<file path="src/hw/fvc_pkg.sv">
// Package for the flow value converter: word kinds, gas selects,
// scale, offset, unit field layout and checksum constants.
// Assumes users refer to every item as fvc_pkg::name.
package fvc_pkg;

    localparam logic signed [15:0] FLOW_OFFSET  = -16'sd24576;
    localparam logic        [15:0] FLOW_SCALE   = 16'h00AA;
    localparam logic signed [15:0] TEMP_OFFSET  = 16'sh0000;
    localparam logic        [15:0] TEMP_SCALE   = 16'h00C8;

    localparam int UNIT_PREFIX_LSB = 0;
    localparam int UNIT_PREFIX_MSB = 3;
    localparam int UNIT_TBASE_LSB  = 4;
    localparam int UNIT_TBASE_MSB  = 7;
    localparam int UNIT_BASE_LSB   = 8;
    localparam int UNIT_BASE_MSB   = 12;

    localparam logic [4:0]  UNIT_STD_LITER = 5'h01;
    localparam logic [3:0]  TBASE_PER_MIN  = 4'h4;
    localparam logic [3:0]  PREFIX_ONE     = 4'h8;
    localparam logic [15:0] UNIT_SLM_WORD  = 16'h0148;

    localparam logic [7:0]  CRC_POLY = 8'h31;
    localparam logic [7:0]  CRC_INIT = 8'hFF;

    typedef enum logic [1:0]
    {
        KIND_FLOW = 2'b00,
        KIND_TEMP = 2'b01,
        KIND_UNIT = 2'b10
    } fvc_kind_t;

    typedef enum logic [2:0]
    {
        GAS_O2    = 3'b000,
        GAS_AIR   = 3'b001,
        GAS_HEOX  = 3'b010,
        GAS_MIX0  = 3'b011,
        GAS_MIX1  = 3'b100
    } fvc_gas_t;

    typedef struct packed
    {
        fvc_kind_t   kind;
        fvc_gas_t    gas;
        logic [15:0] word;
        logic [7:0]  crc;
    } fvc_in_t;

    typedef struct packed
    {
        fvc_kind_t          kind;
        logic               crc_ok;
        logic               cal_ok;
        logic signed [15:0] raw;
        logic signed [16:0] quot;
        logic        [15:0] rem;
        logic        [3:0]  prefix;
        logic        [3:0]  tbase;
        logic        [4:0]  unit;
        logic               unit_slm;
    } fvc_out_t;

endpackage : fvc_pkg

</file>
<file path="src/hw/fvc_top.sv">
// Flow value converter: checks, scales and decodes sensor words.
// Assumes words arrive from a reader on clk with valid/ready, and the
// consumer takes results with valid/ready; a stall never drops a word.
//
// Contract
// - Flow word is 16-bit signed two's complement
// - Temperature signed, offset zero, scale 200
// - Flow is raw minus offset over 170
// - Helium entries only on helium variant
// - Unit word: prefix, time base, unit fields
// - Recognise standard liter per minute codes
// - Checksum poly 0x31, init 0xFF, no reflect
`timescale 1ns/1ps
`default_nettype none
module fvc_top #(
    parameter bit HELIUM_VARIANT = 1'b0
) (
    input  wire logic            clk,
    input  wire logic            rstn,
    input  wire fvc_pkg::fvc_in_t in_data,
    input  wire logic            in_valid,
    output logic                 in_ready,
    output fvc_pkg::fvc_out_t    out_data,
    output logic                 out_valid,
    input  wire logic            out_ready
);

    ////////////////////////////////////////////////////////////////////////
    // Checksum over the two data bytes
    function automatic logic [7:0] crc8(input logic [15:0] w);
        logic [7:0] c;
        c = fvc_pkg::CRC_INIT;
        for (int i = 15; i >= 0; i--)
        begin
            if (c[7] ^ w[i])
                c = {c[6:0], 1'b0} ^ fvc_pkg::CRC_POLY;
            else
                c = {c[6:0], 1'b0};
        end
        return c;
    endfunction : crc8

    ////////////////////////////////////////////////////////////////////////
    // Conversion of one word, purely combinational
    fvc_pkg::fvc_out_t conv;
    logic signed [17:0] diff;
    logic        [15:0] scale;
    logic        [16:0] mag;
    logic        [16:0] q_mag;
    logic        [16:0] r_mag;
    logic               heox;

    always_comb
    begin
        conv        = '0;
        conv.kind   = in_data.kind;
        conv.crc_ok = (crc8(in_data.word) == in_data.crc);
        conv.raw    = $signed(in_data.word);
        heox = (in_data.gas == fvc_pkg::GAS_HEOX) ||
               (in_data.gas == fvc_pkg::GAS_MIX1);
        // Base variant lacks helium tables; flag, don't guess
        conv.cal_ok = (in_data.gas <= fvc_pkg::GAS_MIX1) &&
                      (!heox || HELIUM_VARIANT);
        if (in_data.kind == fvc_pkg::KIND_TEMP)
        begin
            diff  = 18'(conv.raw) - 18'(fvc_pkg::TEMP_OFFSET);
            scale = fvc_pkg::TEMP_SCALE;
        end
        else
        begin
            diff  = 18'(conv.raw) - 18'(fvc_pkg::FLOW_OFFSET);
            scale = fvc_pkg::FLOW_SCALE;
        end
        // Truncating division; remainder is the unsigned magnitude, quotient takes the sign
        mag   = diff[17] ? 17'(-diff) : diff[16:0];
        q_mag = mag / 17'(scale);
        r_mag = mag % 17'(scale);
        conv.quot = diff[17] ? -$signed(q_mag) : $signed(q_mag);
        conv.rem  = r_mag[15:0];
        if (in_data.kind == fvc_pkg::KIND_UNIT)
        begin
            conv.quot = '0;
            conv.rem  = '0;
        end
        // Bits 15:13 ignored by design
        conv.prefix = in_data.word[fvc_pkg::UNIT_PREFIX_MSB:
                                   fvc_pkg::UNIT_PREFIX_LSB];
        conv.tbase  = in_data.word[fvc_pkg::UNIT_TBASE_MSB:
                                   fvc_pkg::UNIT_TBASE_LSB];
        conv.unit   = in_data.word[fvc_pkg::UNIT_BASE_MSB:
                                   fvc_pkg::UNIT_BASE_LSB];
        conv.unit_slm = (conv.unit == fvc_pkg::UNIT_STD_LITER) &&
                        (conv.tbase == fvc_pkg::TBASE_PER_MIN) &&
                        (conv.prefix == fvc_pkg::PREFIX_ONE) &&
                        ({3'h0, in_data.word[12:0]} ==
                         fvc_pkg::UNIT_SLM_WORD);
    end

    ////////////////////////////////////////////////////////////////////////
    // Two-entry buffer; flags are flops, so no comb path in to out
    fvc_pkg::fvc_out_t buf_ff [2];
    fvc_pkg::fvc_out_t nxt_buf [2];
    logic [1:0]        cnt_ff;
    logic [1:0]        nxt_cnt;
    logic              in_ready_ff;
    logic              nxt_in_ready;
    logic              out_valid_ff;
    logic              nxt_out_valid;
    logic              push;
    logic              pop;

    always_comb
    begin
        push    = in_valid && in_ready_ff;
        pop     = out_ready && out_valid_ff;
        nxt_buf = buf_ff;
        nxt_cnt = cnt_ff;
        case ({push, pop})
            2'b10:
            begin
                // Fill the first free slot
                if (cnt_ff == 2'h0)
                begin
                    nxt_buf[0] = conv;
                end
                else
                begin
                    nxt_buf[1] = conv;
                end
                nxt_cnt = cnt_ff + 2'h1;
            end
            2'b01:
            begin
                nxt_buf[0] = buf_ff[1];
                nxt_cnt    = cnt_ff - 2'h1;
            end
            2'b11:
            begin
                // Fill unchanged; with one held the new word becomes head, with two it goes behind
                if (cnt_ff == 2'h1)
                begin
                    nxt_buf[0] = conv;
                end
                else
                begin
                    nxt_buf[0] = buf_ff[1];
                    nxt_buf[1] = conv;
                end
            end
            default:
            begin
                nxt_cnt = cnt_ff;
            end
        endcase
        // Flags follow the next fill so they land with it
        nxt_in_ready  = (nxt_cnt != 2'h2);
        nxt_out_valid = (nxt_cnt != 2'h0);
    end

    always_ff @(posedge clk)
    begin
        if (!rstn)
        begin
            buf_ff[0]    <= '0;
            buf_ff[1]    <= '0;
            cnt_ff       <= 2'h0;
            in_ready_ff  <= 1'b1;
            out_valid_ff <= 1'b0;
        end
        else
        begin
            buf_ff       <= nxt_buf;
            cnt_ff       <= nxt_cnt;
            in_ready_ff  <= nxt_in_ready;
            out_valid_ff <= nxt_out_valid;
        end
    end

    ////////////////////////////////////////////////////////////////////////
    // Outputs straight from flops
    always_comb
    begin
        in_ready  = in_ready_ff;
        out_valid = out_valid_ff;
        out_data  = buf_ff[0];
    end

endmodule : fvc_top
`default_nettype wire

</file>
<file path="config.mk">
export PLATFORM = sky130hd
export DESIGN_NAME = fvc_top
export DESIGN_NICKNAME = d
export VERILOG_FILES = /design/src/hw/fvc_pkg.sv /design/src/hw/fvc_top.sv
export SDC_FILE = /design/constraint.sdc
export NUM_CORES = 1
export LEC_CHECK = 0
export CORE_ASPECT_RATIO = 1.2
export CORE_MARGIN = 1.5
export CORE_UTILIZATION = 60
export CTS_BUF_LIST = sky130_fd_sc_hd__clkbuf_4 sky130_fd_sc_hd__clkbuf_8 sky130_fd_sc_hd__clkbuf_16
export CTS_CLUSTER_SIZE = 14
export DETAILED_ROUTE_END_ITERATION = 10
export DONT_BUFFER_PORTS = 1
export PLACE_DENSITY_LB_ADDON = 0.2
export SKIP_LAST_GASP = 1
export SYNTH_ARGS = -nofsm -noshare
export SYNTH_HDL_FRONTEND = slang
export SYNTH_SLANG_ARGS = --single-unit
</file>
<file path="constraint.sdc">
create_clock -name clk -period 21.5 [get_ports clk]
set_clock_uncertainty 0.05 [all_clocks]
set_input_delay 1.075 -clock clk [delete_from_list [all_inputs] [get_ports clk]]
set_output_delay 1.075 -clock clk [all_outputs]
set_load 0.02 [all_outputs]
</file>
==> metrics.md, run 1 <==
| Metric | Value |
|---|---|
| Outcome | finished clean |
| Post-synthesis sequential area ratio | 18.9% |
| Multi-input combinational cell area | 8760 µm² |
| Port bufs | 0 |
| R2R Setup Slk | 17.99 ns |
| Crit path top cell by count | ha_1 |
| Crit path time final | around 20 ns |
| Die width | 131 µm |
| Final wirelength | 34600 µm |
| Final setup vio count | 0 |
| Worst-margin pin slew | 1.00 ns |
| Final ANT Viol Nets | 0 |
| CTS tree | done |
| Row cnt | 56 |
| Fmax | 0.0492 GHz |
| Number of synthesized flops with an enable pin | 0 |
| H-tree lvl count | 3 |
| Met2 usage | 58.4% |
| Register area | 2240 µm² |
| Vias in the first global route | about 11000 |
| Root Buffer | clkbuf_16 |
| Worst setup SP type | primary input |
| CP Capture Type | register |
| Layout cell share with drive strength beyond 1 | roughly an eighth |
| GRT Residual Overflow | 0 |
| Bufs on Longest Clock Path | 2 |
| Hold Crit Depth | 2 |
| Worst r2r dst | out_data[37]$_SDFFE_PN0P_ |
| Met3 Track Usage GR | under 10% |
| Post-Syn Area per Cell | around 7.5 µm² |
| DP HPWL | 25800 µm |
| Rel. slew slack | 33.0% |
| Fin Setup TNS | 0 ns |
| Initial antenna violation count | 0 |
| Yosys cell types | 112 |
| First-pass GRT wire length | around 56000 µm |
| Die area | between 20000 and 25000 µm² |
| Hold_sp | buf_ff[28]$_SDFFE_PN0P_ |
| IO Pins | 102 |
| Post-synthesis async set-or-reset flop share | 0% |
| Crit path largest cell delay | 0.56 ns |
| Post-Syn Area | about 12000 µm² |
| 1st-pass router iterations | 6 |
| # nets final | about 1600 |
| Post-synthesis net count | about 1700 |
| Post-Synthesis Cells | ~1600 |
| Wire per inst | ~20 µm |
| Worst EP arrival | 20.53 ns |
| GRT busiest layer | met2 |
| N_diodes | 0 |
| Initial DRC Count | 1041 |
| Hold/Removal Path Class | register to register |
| Hold endpoint | buf_ff[28]$_SDFFE_PN0P_ |
| Fillers | ~1800 |
| Layout area overhead | 3.53% |
| # Max-Cap Violations | 0 |
| CP Data Required Time | 21.68 ns |
| GRT Total Usage | roughly a third |
| Crit Path Max Fanout | 15 |
| M1 GR Usage | between 30% and 40% |
| DR vias/cell | roughly 6.6 |
| CP max stage cell | or4_1 |
| Hold buffer count at CTS | 0 |
| Seq cells post-synth | 112 |
| Ys flop type | dfxtp_1 |
| Final Cycle Share | a little over nine tenths |
| Clock slew at reported path FFs | 0.07 ns |
| DRC | 0 |
| Largest net degree at the start of global routing | between 90 and 100 |
| R2r startpoint | out_valid$_SDFF_PN0_ |
| Clock Latency Late Sink | about 0.35 ns |
| Crit Path Category | primary input to register |
| Routability cong. | between 0.9 and 1 |
| Ys Warns | 0 |
| CTS Buf Count | 9 |
| Via count | ~12000 |
| Initial Util | 61.0% |
| Core ar. | 19500 µm² |
| R2R depth | 10 |
| Die height | 157 µm |
| Max-slew violations | 0 |
| Clock sink count | 112 |
| Fin. Hold Viols | 0 |
-- cell families after synthesis --
kind of cell | synth area share (%)
simple gates | 25.6
compound gates | 30.7
buf+inv | 8.81
flops | 18.9
xor+xnor | 7.82
fa+ha+maj | 4.53
mux | 3.66
-- critical path: cells and delay by family --
family	cells	cell delay [ns]
AO/OA/AOI/OAI	31	6.66
XOR/XNOR	6	1.11
adder cells (fa/ha/maj)	12	3.75
buffers and inverters	9	1.09
multiplexers	4	1.22
AND/OR/NAND/NOR	29	5.55
-- sequential cells by signal, summed over array words and instances (netlist names) --
| register | flops |
|---|---|
| buf_ff | 54 |
| cnt_ff | 2 |
| in_ready | 1 |
| out_data | 54 |
| out_valid | 1 |
-- synthesized netlist by cell type (6+ instances only) --
library cell,n,share of area [%]
a211o_1,10,0.74
a211oi_1,23,1.5
a21boi_0,42,2.7
a21o_1,15,0.95
a21oi_1,93,3.9
a221oi_1,33,2.4
a22oi_1,7,0.44
a311oi_1,6,0.44
a31oi_1,16,0.84
and2_1,21,1.1
and3_1,16,0.84
buf_2,8,0.34
buf_4,73,4.6
clkbuf_1,61,1.9
dfxtp_1,112,19
ha_1,43,4.5
inv_1,42,1.3
mux2_2,8,0.76
mux2i_1,30,2.5
nand2_1,182,5.8
nand2b_1,19,1.0
nand3_1,29,1.2
nand4_1,15,0.79
nor2_1,147,4.6
nor2b_1,12,0.63
nor3_1,45,1.9
nor3b_1,31,2.0
nor4_1,9,0.47
o211a_1,12,1.0
o211ai_1,25,1.6
o21a_1,13,0.82
o21ai_0,73,3.1
o21ai_1,17,0.72
o31a_1,8,0.59
o31ai_1,6,0.38
or2_2,11,0.58
or3_1,12,0.63
or4_1,6,0.38
xnor2_1,74,5.5
xor2_1,32,2.4
-- how the worst max path moves through the flow --
stage | endpoint | slack [ns] | start
4_1_cts | out_data[36]$_SDFFE_PN0P_ | 0.02 | in_data[8]
5_1_grt | out_data[36]$_SDFFE_PN0P_ | -0.19 | in_data[8]
6_report | out_data[36]$_SDFFE_PN0P_ | 1.16 | in_data[8]
3_3_place_gp | out_data[38]$_SDFFE_PN0P_ | 0.29 | in_data[8]
3_5_place_dp | out_data[36]$_SDFFE_PN0P_ | -0.41 | in_data[8]
2_1_floorplan | out_data[36]$_SDFFE_PN0P_ | 0.02 | in_data[8]
-- routing by layer --
| layer | up-vias | part of all wire (%) |
|---|---|---|
| li1 | 5625 | - |
| met1 | 5592 | 42 |
| met2 | 423 | 49 |
| met3 | 98 | 4.8 |
| met4 | 0 | 4.3 |
| met5 | - | 0 |
-- placed cells by master, fill, tap and decap left out, types with 7 or more instances in the layout --
cell type | netlist | routed
a21o_1 | 15 | 15
a211oi_1 | 23 | 22
nand4_1 | 15 | 15
nor2b_1 | 12 | 12
a22oi_1 | 7 | 7
or2_2 | 11 | 11
o21ai_0 | 73 | 72
mux2_2 | 8 | 8
o211ai_1 | 25 | 25
nand2b_1 | 19 | 18
xor2_1 | 32 | 31
o21a_1 | 13 | 13
ha_1 | 43 | 41
or3_1 | 12 | 11
nand3_1 | 29 | 29
mux2i_1 | 30 | 27
and3_1 | 16 | 16
o211a_1 | 12 | 12
nor4_1 | 9 | 8
nor3_1 | 45 | 45
nor3b_1 | 31 | 31
inv_1 | 42 | 42
nand2_1 | 182 | 182
a21oi_2 | 5 | 7
dfxtp_1 | 112 | 112
xnor2_1 | 74 | 73
nor2_1 | 147 | 144
a21boi_0 | 42 | 42
o31a_1 | 8 | 8
o21ai_1 | 17 | 17
a211o_1 | 10 | 10
and2_1 | 21 | 21
a221oi_1 | 33 | 32
buf_4 | 73 | 59
a21oi_1 | 93 | 91
clkbuf_16 | 0 | 9
a31oi_1 | 16 | 14
-- what timing repair did --
| item | in CTS | in global routing |
|---|---|---|
| cloned | 0 | 0 |
| endpoints found under the setup margin | 7 | 64 |
| gates resized for setup | 2 | 28 |
| setup buffers | 0 | 21 |
| pin swaps | 0 | 10 |
-- metrics by stage --
stage	util, %	instances	setup WS (ns)	area, µm²	hold WS [ns]
floorplan	-	1592	0.0210	11900	0.375
global placement	59.8	1742	0.294	11600	0.384
detailed placement	59.8	1742	-0.410	11600	0.393
CTS	61.6	1758	0.0213	12000	0.403
global route	63.1	1779	-0.186	12300	0.433
finish	63.1	1779	1.16	12300	0.403
-- final cells by class --
| class | count | area share (%) |
|---|---|---|
| Inverter | 43 | 1.31 |
| Sequential cell | 112 | 18.2 |
| Clock inverter | 6 | 0.936 |
| Clock buffer | 10 | 1.94 |
| Multi-Input combinational cell | 1287 | 71.2 |
| Tap cell | 261 | 2.66 |
| Timing Repair Buffer | 60 | 3.69 |
Power of run 1 is not shown: default switching activity piles up to over one toggle a cycle in this logic, so the estimate is an artifact.
==> run 2, diff against run 1 <==
--- a/config.mk
+++ b/config.mk
@@ -5,6 +5,7 @@
 export SDC_FILE = /design/constraint.sdc
 export NUM_CORES = 1
 export LEC_CHECK = 0
+export ABC_AREA = 1
 export CORE_ASPECT_RATIO = 1.2
 export CORE_MARGIN = 1.5
 export CORE_UTILIZATION = 60
==> run 2 against run 1 <==
Net effect:
- register-to-register slack better by 0.55 ns
- utilization is 2.8 points lower
- die area is 1.1% higher
- clock-buffer cell count unchanged
==> metrics.md, run 2 <==
| Metric | Value |
|---|---|
| Most common cell after layout, fill and taps aside | nand2_1 |
| Post-synthesis async set-or-reset flop share | 0% (unchanged) |
| Ys flop type | dfxtp_1 |
| CTS Buf Count | 9 (unchanged) |
| N_diodes | 0 (unchanged) |
| Share of the synthesized area in the top cell type | 18.7% (-0.20 points) |
| Fmax | 0.0524 GHz (+6.6%) |
| Setup bufs post-CTS | 0 (unchanged) |
| Initial Util | 61.4% (+0.43 points) |
| Crit Path Max Fanout | 21 (+6) |
| Final Cycle Share | 88.8% (-5.9 points) |
| Hold buffer count at CTS | 0 (unchanged) |
| Hold/Removal Path Class | register to register |
| Layout area overhead | -1.78% |
| CTS tree | done |
| Crit Path Category | primary input to register |
| Count leader, synth | nand2_1 |
| GRT Total Usage | 31.5% (-1.2 points) |
| # nets final | 1883 (+19%) |
| Outcome | finished clean |
| Most frequent cells in the layout | nand2_1 (438), inv_1 (210), nand3_1 (172) |
| Multiplexer share of the synthesized area | 0% (-3.7 points) |
| Fin. Hold Viols | 0 (unchanged) |
| DRC | 0 (unchanged) |
| Post-Syn Area per Cell | 6.25 µm² (-16%) |
| Post-Syn Area | 12000 µm² (+1.1%) |
| DR vias/cell | 5.64 (-14%) |
| Bufs on Longest Clock Path | 2 (unchanged) |
| Fillers | 1945 (+8.3%) |
| Unrepaired setup endpoints after global routing | false |
| Number of synthesized flops with an enable pin | 0 (unchanged) |
| Via count | 11700 (-0.32%) |
| Crit path time final | 19.08 ns (-1.26 ns) |
| CP Data Required Time | 21.65 ns (-0.03 ns) |
| Worst-margin pin slew | 0.946 ns (-0.0574 ns) |
| Compound-gate portion of the synthesized area | 13.6% (-17 points) |
| Routability cong. | 0.999 (about the same) |
| GRT Residual Overflow | 0 (unchanged) |
| Crit path largest cell delay | 0.51 ns (-0.05 ns) |
| CP Capture Type | register |
| Wire per inst | 16.0 µm (-18%) |
| H-tree lvl count | 3 (unchanged) |
| Die width | 132 µm (+0.53%) |
| Initial DRC Count | 944 (-9.3%) |
| CP max stage cell | inv_2 |
| Largest net degree at the start of global routing | 99 (+2.1%) |
| Max-slew violations | 0 (unchanged) |
| Post-Synthesis Cells | 1919 (+21%) |
| Rel. slew slack | 36.9% (+3.9 points) |
| Seq cells post-synth | 112 (unchanged) |
| Core ar. | 19500 µm² (+0.36%) |
| Initial antenna violation count | 1 (+1) |
| Clock Latency Late Sink | 0.34 ns (about the same) |
| Final ANT Viol Nets | 0 (unchanged) |
| Fin Setup TNS | 0 ns (unchanged) |
| Port bufs | 0 (unchanged) |
| Worst EP arrival | 19.23 ns (-1.30 ns) |
| Row cnt | 56 (unchanged) |
| IO Pins | 102 (unchanged) |
| Root Buffer | clkbuf_16 |
| DP HPWL | 25700 µm (-0.21%) |
| Area leader, netlist | dfxtp_1 |
| Post-synthesis xor/xnor area fraction | 6.56% (-1.3 points) |
| 1st-pass router iterations | 7 (+1) |
| Die height | 158 µm (+0.53%) |
| Vias in the first global route | 10700 (-4.8%) |
| First-pass GRT wire length | 54200 µm (-3.8%) |
| Post-Synth Adder-Cell Area | 4.48% (-0.048 points) |
| Die area | 20900 µm² (+1.1%) |
| Clock sink count | 112 (unchanged) |
| Simple-gate share of the synthesized area | 41.2% (+16 points) |
| Post-synthesis sequential area ratio | 18.7% (-0.20 points) |
| Clock slew at reported path FFs | 0.08 ns (about the same) |
| # Max-Cap Violations | 0 (unchanged) |
| Layout cell share with drive strength beyond 1 | 12.7% (+0.045 points) |
| Post-synthesis net count | 1995 (+20%) |
| Largest family of logic cells by synthesized area | simple AND/OR/NAND/NOR gates |
| Final setup vio count | 0 (unchanged) |
| Most area-consuming cells after synthesis | dfxtp_1 (19%), nand2_1 (14%), nand3_1 (7.2%) |
| Post-synth top cells | nand2_1 (438), inv_1 (211), nand3_1 (172) |
| Crit path top cell by count | nand2_1 |
| Final wirelength | 33100 µm (-4.4%) |
| CTS resizes | 0 (-2) |
| Worst setup SP type | primary input |
| Ys Warns | 0 (unchanged) |
| Yosys cell types | 58 (-48%) |
[run 2: routing by layer]
| layer | GRT usage (%) | routed length [µm] |
|---|---|---|
| met5 | 0 | 11 |
| met2 | 55.6 | 15900 |
| met1 | 41.0 | 14700 |
| met4 | 7.99 | 626 |
| met3 | 3.55 | 1750 |
[run 2: metrics by stage]
| step | hold WS (ns) | utilization, % | setup WS [ns] | cells | instance area (µm²) |
|---|---|---|---|---|---|
| 2_1_floorplan | 0.374 | - | 5.32 | 1919 | 12000 |
| 5_1_grt | 0.441 | 60.3 | 0.904 | 2073 | 11800 |
| 4_1_cts | 0.401 | 60.3 | 2.77 | 2073 | 11800 |
| 3_3_place_gp | 0.380 | 58.8 | 3.19 | 2057 | 11500 |
| 6_report | 0.406 | 60.3 | 2.42 | 2073 | 11800 |
| 3_5_place_dp | 0.390 | 58.8 | 2.50 | 2057 | 11500 |
[run 2: worst max-delay path, delay by kind of cell]
| kind | cells | cell delay, ns |
|---|---|---|
| compound gates | 17 | 3.95 |
| xor+xnor | 3 | 0.87 |
| fa+ha+maj | 11 | 3.68 |
| buf+inv | 18 | 2.02 |
| simple gates | 51 | 7.54 |
[run 2: kinds of logic (layout without fill, tap and decap cells)]
group / Yosys count / in the layout
buf+inv: 380 / 273
fa+ha+maj: 43 / 43
flops: 112 / 112
xor+xnor: 89 / 89
compound gates: 286 / 286
simple gates: 1009 / 1009
[run 2: final timing paths]
kind / from / to / slack (ns) / cells past startpoint
setup / recovery: in_data[28] / out_data[42]$_SDFFE_PN0P_ / 2.42 / 100
hold / removal: buf_ff[14]$_SDFFE_PN0P_ / buf_ff[14]$_SDFFE_PN0P_ / 0.41 / 2
setup reg to reg: out_valid$_SDFF_PN0_ / out_data[31]$_SDFFE_PN0P_ / 18.54 / 10
hold reg to reg: buf_ff[14]$_SDFFE_PN0P_ / buf_ff[14]$_SDFFE_PN0P_ / 0.41 / 2
[run 2: layout make-up]
class / instances / area, µm² / share of cell area [%]
Timing Repair Buffer: 5 / 37.5 / 0.318
Tap cell: 261 / 327 / 2.77
Inverter: 252 / 975 / 8.27
Sequential cell: 112 / 2240 / 19.0
Clock buffer: 10 / 233 / 1.97
Clock inverter: 6 / 62.6 / 0.531
Multi-Input combinational cell: 1427 / 7910 / 67.1
Power of run 2 is left out for the same reason.
==> run 3, diff against run 2 <==
--- a/config.mk
+++ b/config.mk
@@ -6,13 +6,15 @@
 export NUM_CORES = 1
 export LEC_CHECK = 0
 export ABC_AREA = 1
+export BUFFER_PORTS_ARGS = -buffer_cell sky130_fd_sc_hd__buf_2
 export CORE_ASPECT_RATIO = 1.2
 export CORE_MARGIN = 1.5
-export CORE_UTILIZATION = 60
+export CORE_UTILIZATION = 56
 export CTS_BUF_LIST = sky130_fd_sc_hd__clkbuf_4 sky130_fd_sc_hd__clkbuf_8 sky130_fd_sc_hd__clkbuf_16
+export CTS_CLUSTER_DIAMETER = 60
 export CTS_CLUSTER_SIZE = 14
 export DETAILED_ROUTE_END_ITERATION = 10
-export DONT_BUFFER_PORTS = 1
+export GPL_ROUTABILITY_DRIVEN = 0
 export PLACE_DENSITY_LB_ADDON = 0.2
 export SKIP_LAST_GASP = 1
 export SYNTH_ARGS = -nofsm -noshare
==> run 3 against run 2 <==
Net effect:
- utilization decreased by 1.4 points
- design area increased by 4.7%
- register-to-register slack improved by 0.19 ns
- clock-buffer cell count decreased by 1
- via count increased by 3.3%
- worst hold slack about the same
- worst setup slack improved by 0.052 ns
- critical path depth increased by 1
- sequential share of layout area decreased by 0.86 points
- routed wire length increased by 0.21%
- die area increased by 7.0%
- cell count increased by 5.4%
==> metrics.md, run 3 (same netlist as run 2, synthesis figures left out) <==
| Metric | Value |
|---|---|
| Outcome | finished clean |
| Clock sink count | 112 (unchanged) |
| CTS resizes | 0 (unchanged) |
| Bufs on Longest Clock Path | 2 (unchanged) |
| DP HPWL | 25500 µm (-0.75%) |
| Layout cell share with drive strength beyond 1 | 17.3% (+4.7 points) |
| Fmax | 0.0525 GHz (+0.27%) |
| Via count | 12100 (+3.3%) |
| Hold/Removal Path Class | register to register |
| Final wirelength | 33100 µm (+0.21%) |
| Clock slew at reported path FFs | 0.08 ns (about the same) |
| GRT Total Usage | 29.5% (-2.0 points) |
| Core ar. | 21000 µm² (+7.3%) |
| Fin Setup TNS | 0 ns (unchanged) |
| Largest net degree at the start of global routing | 99 (unchanged) |
| GRT Residual Overflow | 0 (unchanged) |
| CP max stage cell | nor2_2 |
| Clock Latency Late Sink | 0.35 ns (about the same) |
| Unrepaired setup endpoints after global routing | false |
| 1st-pass router iterations | 8 (+1) |
| CP Data Required Time | 21.66 ns (about the same) |
| Final Cycle Share | 88.5% (-0.24 points) |
| IO Pins | 102 (unchanged) |
| Initial antenna violation count | 1 (unchanged) |
| Port bufs | 101 (+101) |
| Final worst slack | 2.47 ns (+0.0520 ns) |
| Crit Path Max Fanout | 21 (unchanged) |
| Initial DRC Count | 939 (-0.53%) |
| # nets final | 1985 (+5.4%) |
| Crit path top cell by count | nand2_1 |
| Wire per inst | 15.2 µm (-4.9%) |
| Post-placement worst setup slack | 2.42 ns (-0.0794 ns) |
| H-tree lvl count | 3 (unchanged) |
| Most frequent cells in the layout | nand2_1 (438), inv_1 (210), nand3_1 (172) |
| Crit path largest cell delay | 0.53 ns (+0.02 ns) |
| Root Buffer | clkbuf_16 |
| # Max-Cap Violations | 0 (unchanged) |
| Die height | 163 µm (+3.4%) |
| Final setup vio count | 0 (unchanged) |
| Crit path time final | 19.03 ns (-0.0520 ns) |
| Most common cell after layout, fill and taps aside | nand2_1 |
| Fillers | 2147 (+10%) |
| Worst EP arrival | 19.19 ns (-0.04 ns) |
| Fin. Hold Viols | 0 (unchanged) |
| Final Non-Filler Cells | 2185 (+5.4%) |
| DRC | 0 (unchanged) |
| Row cnt | 58 (+3.6%) |
| Initial Util | 57.2% (-4.2 points) |
| Setup bufs post-CTS | 0 (unchanged) |
| First-pass GRT wire length | 53600 µm (-1.1%) |
| Hold buffer count at CTS | 0 (unchanged) |
| Die width | 137 µm (+3.4%) |
| Crit Path Category | primary input to register |
| CTS tree | done |
| Final ANT Viol Nets | 0 (unchanged) |
| Inst Count DP | 2168 (+5.4%) |
| Max-slew violations | 0 (unchanged) |
| CTS Buf Count | 9 (unchanged) |
| Rel. slew slack | 36.9% (about the same) |
| Layout area overhead | 2.88% |
| CP Capture Type | register |
| Die area | 22300 µm² (+7.0%) |
| Worst-margin pin slew | 0.946 ns (+0.000368 ns) |
| DR vias/cell | 5.53 (-2.0%) |
| Vias in the first global route | 11000 (+3.3%) |
| Final core occ | 58.9% (-1.4 points) |
| Worst setup SP type | primary input |
==> run 3: critical path, delay by kind of cell <==
family	cells	cell delay [ns]
simple gates	51	7.56
fa+ha+maj	11	3.64
compound gates	15	3.61
buf+inv	20	2.25
xor+xnor	4	1.00
==> run 3: layer usage <==
metal / GRT usage [%] / up-vias / wire length (µm) / part of all wire, %
met1: 39.4 / 5504 / 14600 / 44
met5: 0 / - / 0 / 0
li1: - / 6128 / - / -
met4: 8.08 / 0 / 609 / 1.8
met2: 50.5 / 399 / 15900 / 48
met3: 2.51 / 55 / 2030 / 6.1
==> run 3: path summary, 6_finish.rpt <==
check                                        startpoint  slack (ns)  depth (start not counted)                   endpoint
worst max-delay path                        in_data[28]        2.47                        101  out_data[46]$_SDFFE_PN0P_
worst min-delay path            buf_ff[14]$_SDFFE_PN0P_        0.41                          2    buf_ff[14]$_SDFFE_PN0P_
worst max register to register     out_valid$_SDFF_PN0_       18.73                         10  out_data[56]$_SDFFE_PN0P_
worst min register to register  buf_ff[14]$_SDFFE_PN0P_        0.41                          2    buf_ff[14]$_SDFFE_PN0P_
==> run 3: layout make-up <==
| type | count | area [µm²] | share of cell area (%) |
|---|---|---|---|
| Multi-Input combinational cell | 1427 | 7910 | 64.1 |
| Sequential cell | 112 | 2240 | 18.2 |
| Inverter | 252 | 975 | 7.89 |
| Timing Repair Buffer | 107 | 551 | 4.46 |
| Tap cell | 270 | 338 | 2.74 |
| Clock buffer | 9 | 225 | 1.82 |
| Clock inverter | 7 | 103 | 0.831 |
| Antenna cell | 1 | 2.50 | 0.0203 |
==> run 3: stage by stage <==
stage / area, µm² / hold WS, ns
2_1_floorplan: 12000 / 0.374
3_3_place_gp: 12000 / 0.383
3_5_place_dp: 12000 / 0.394
4_1_cts: 12300 / 0.406
5_1_grt: 12300 / 0.434
6_report: 12300 / 0.406
Power of run 3 is left out for the same reason.
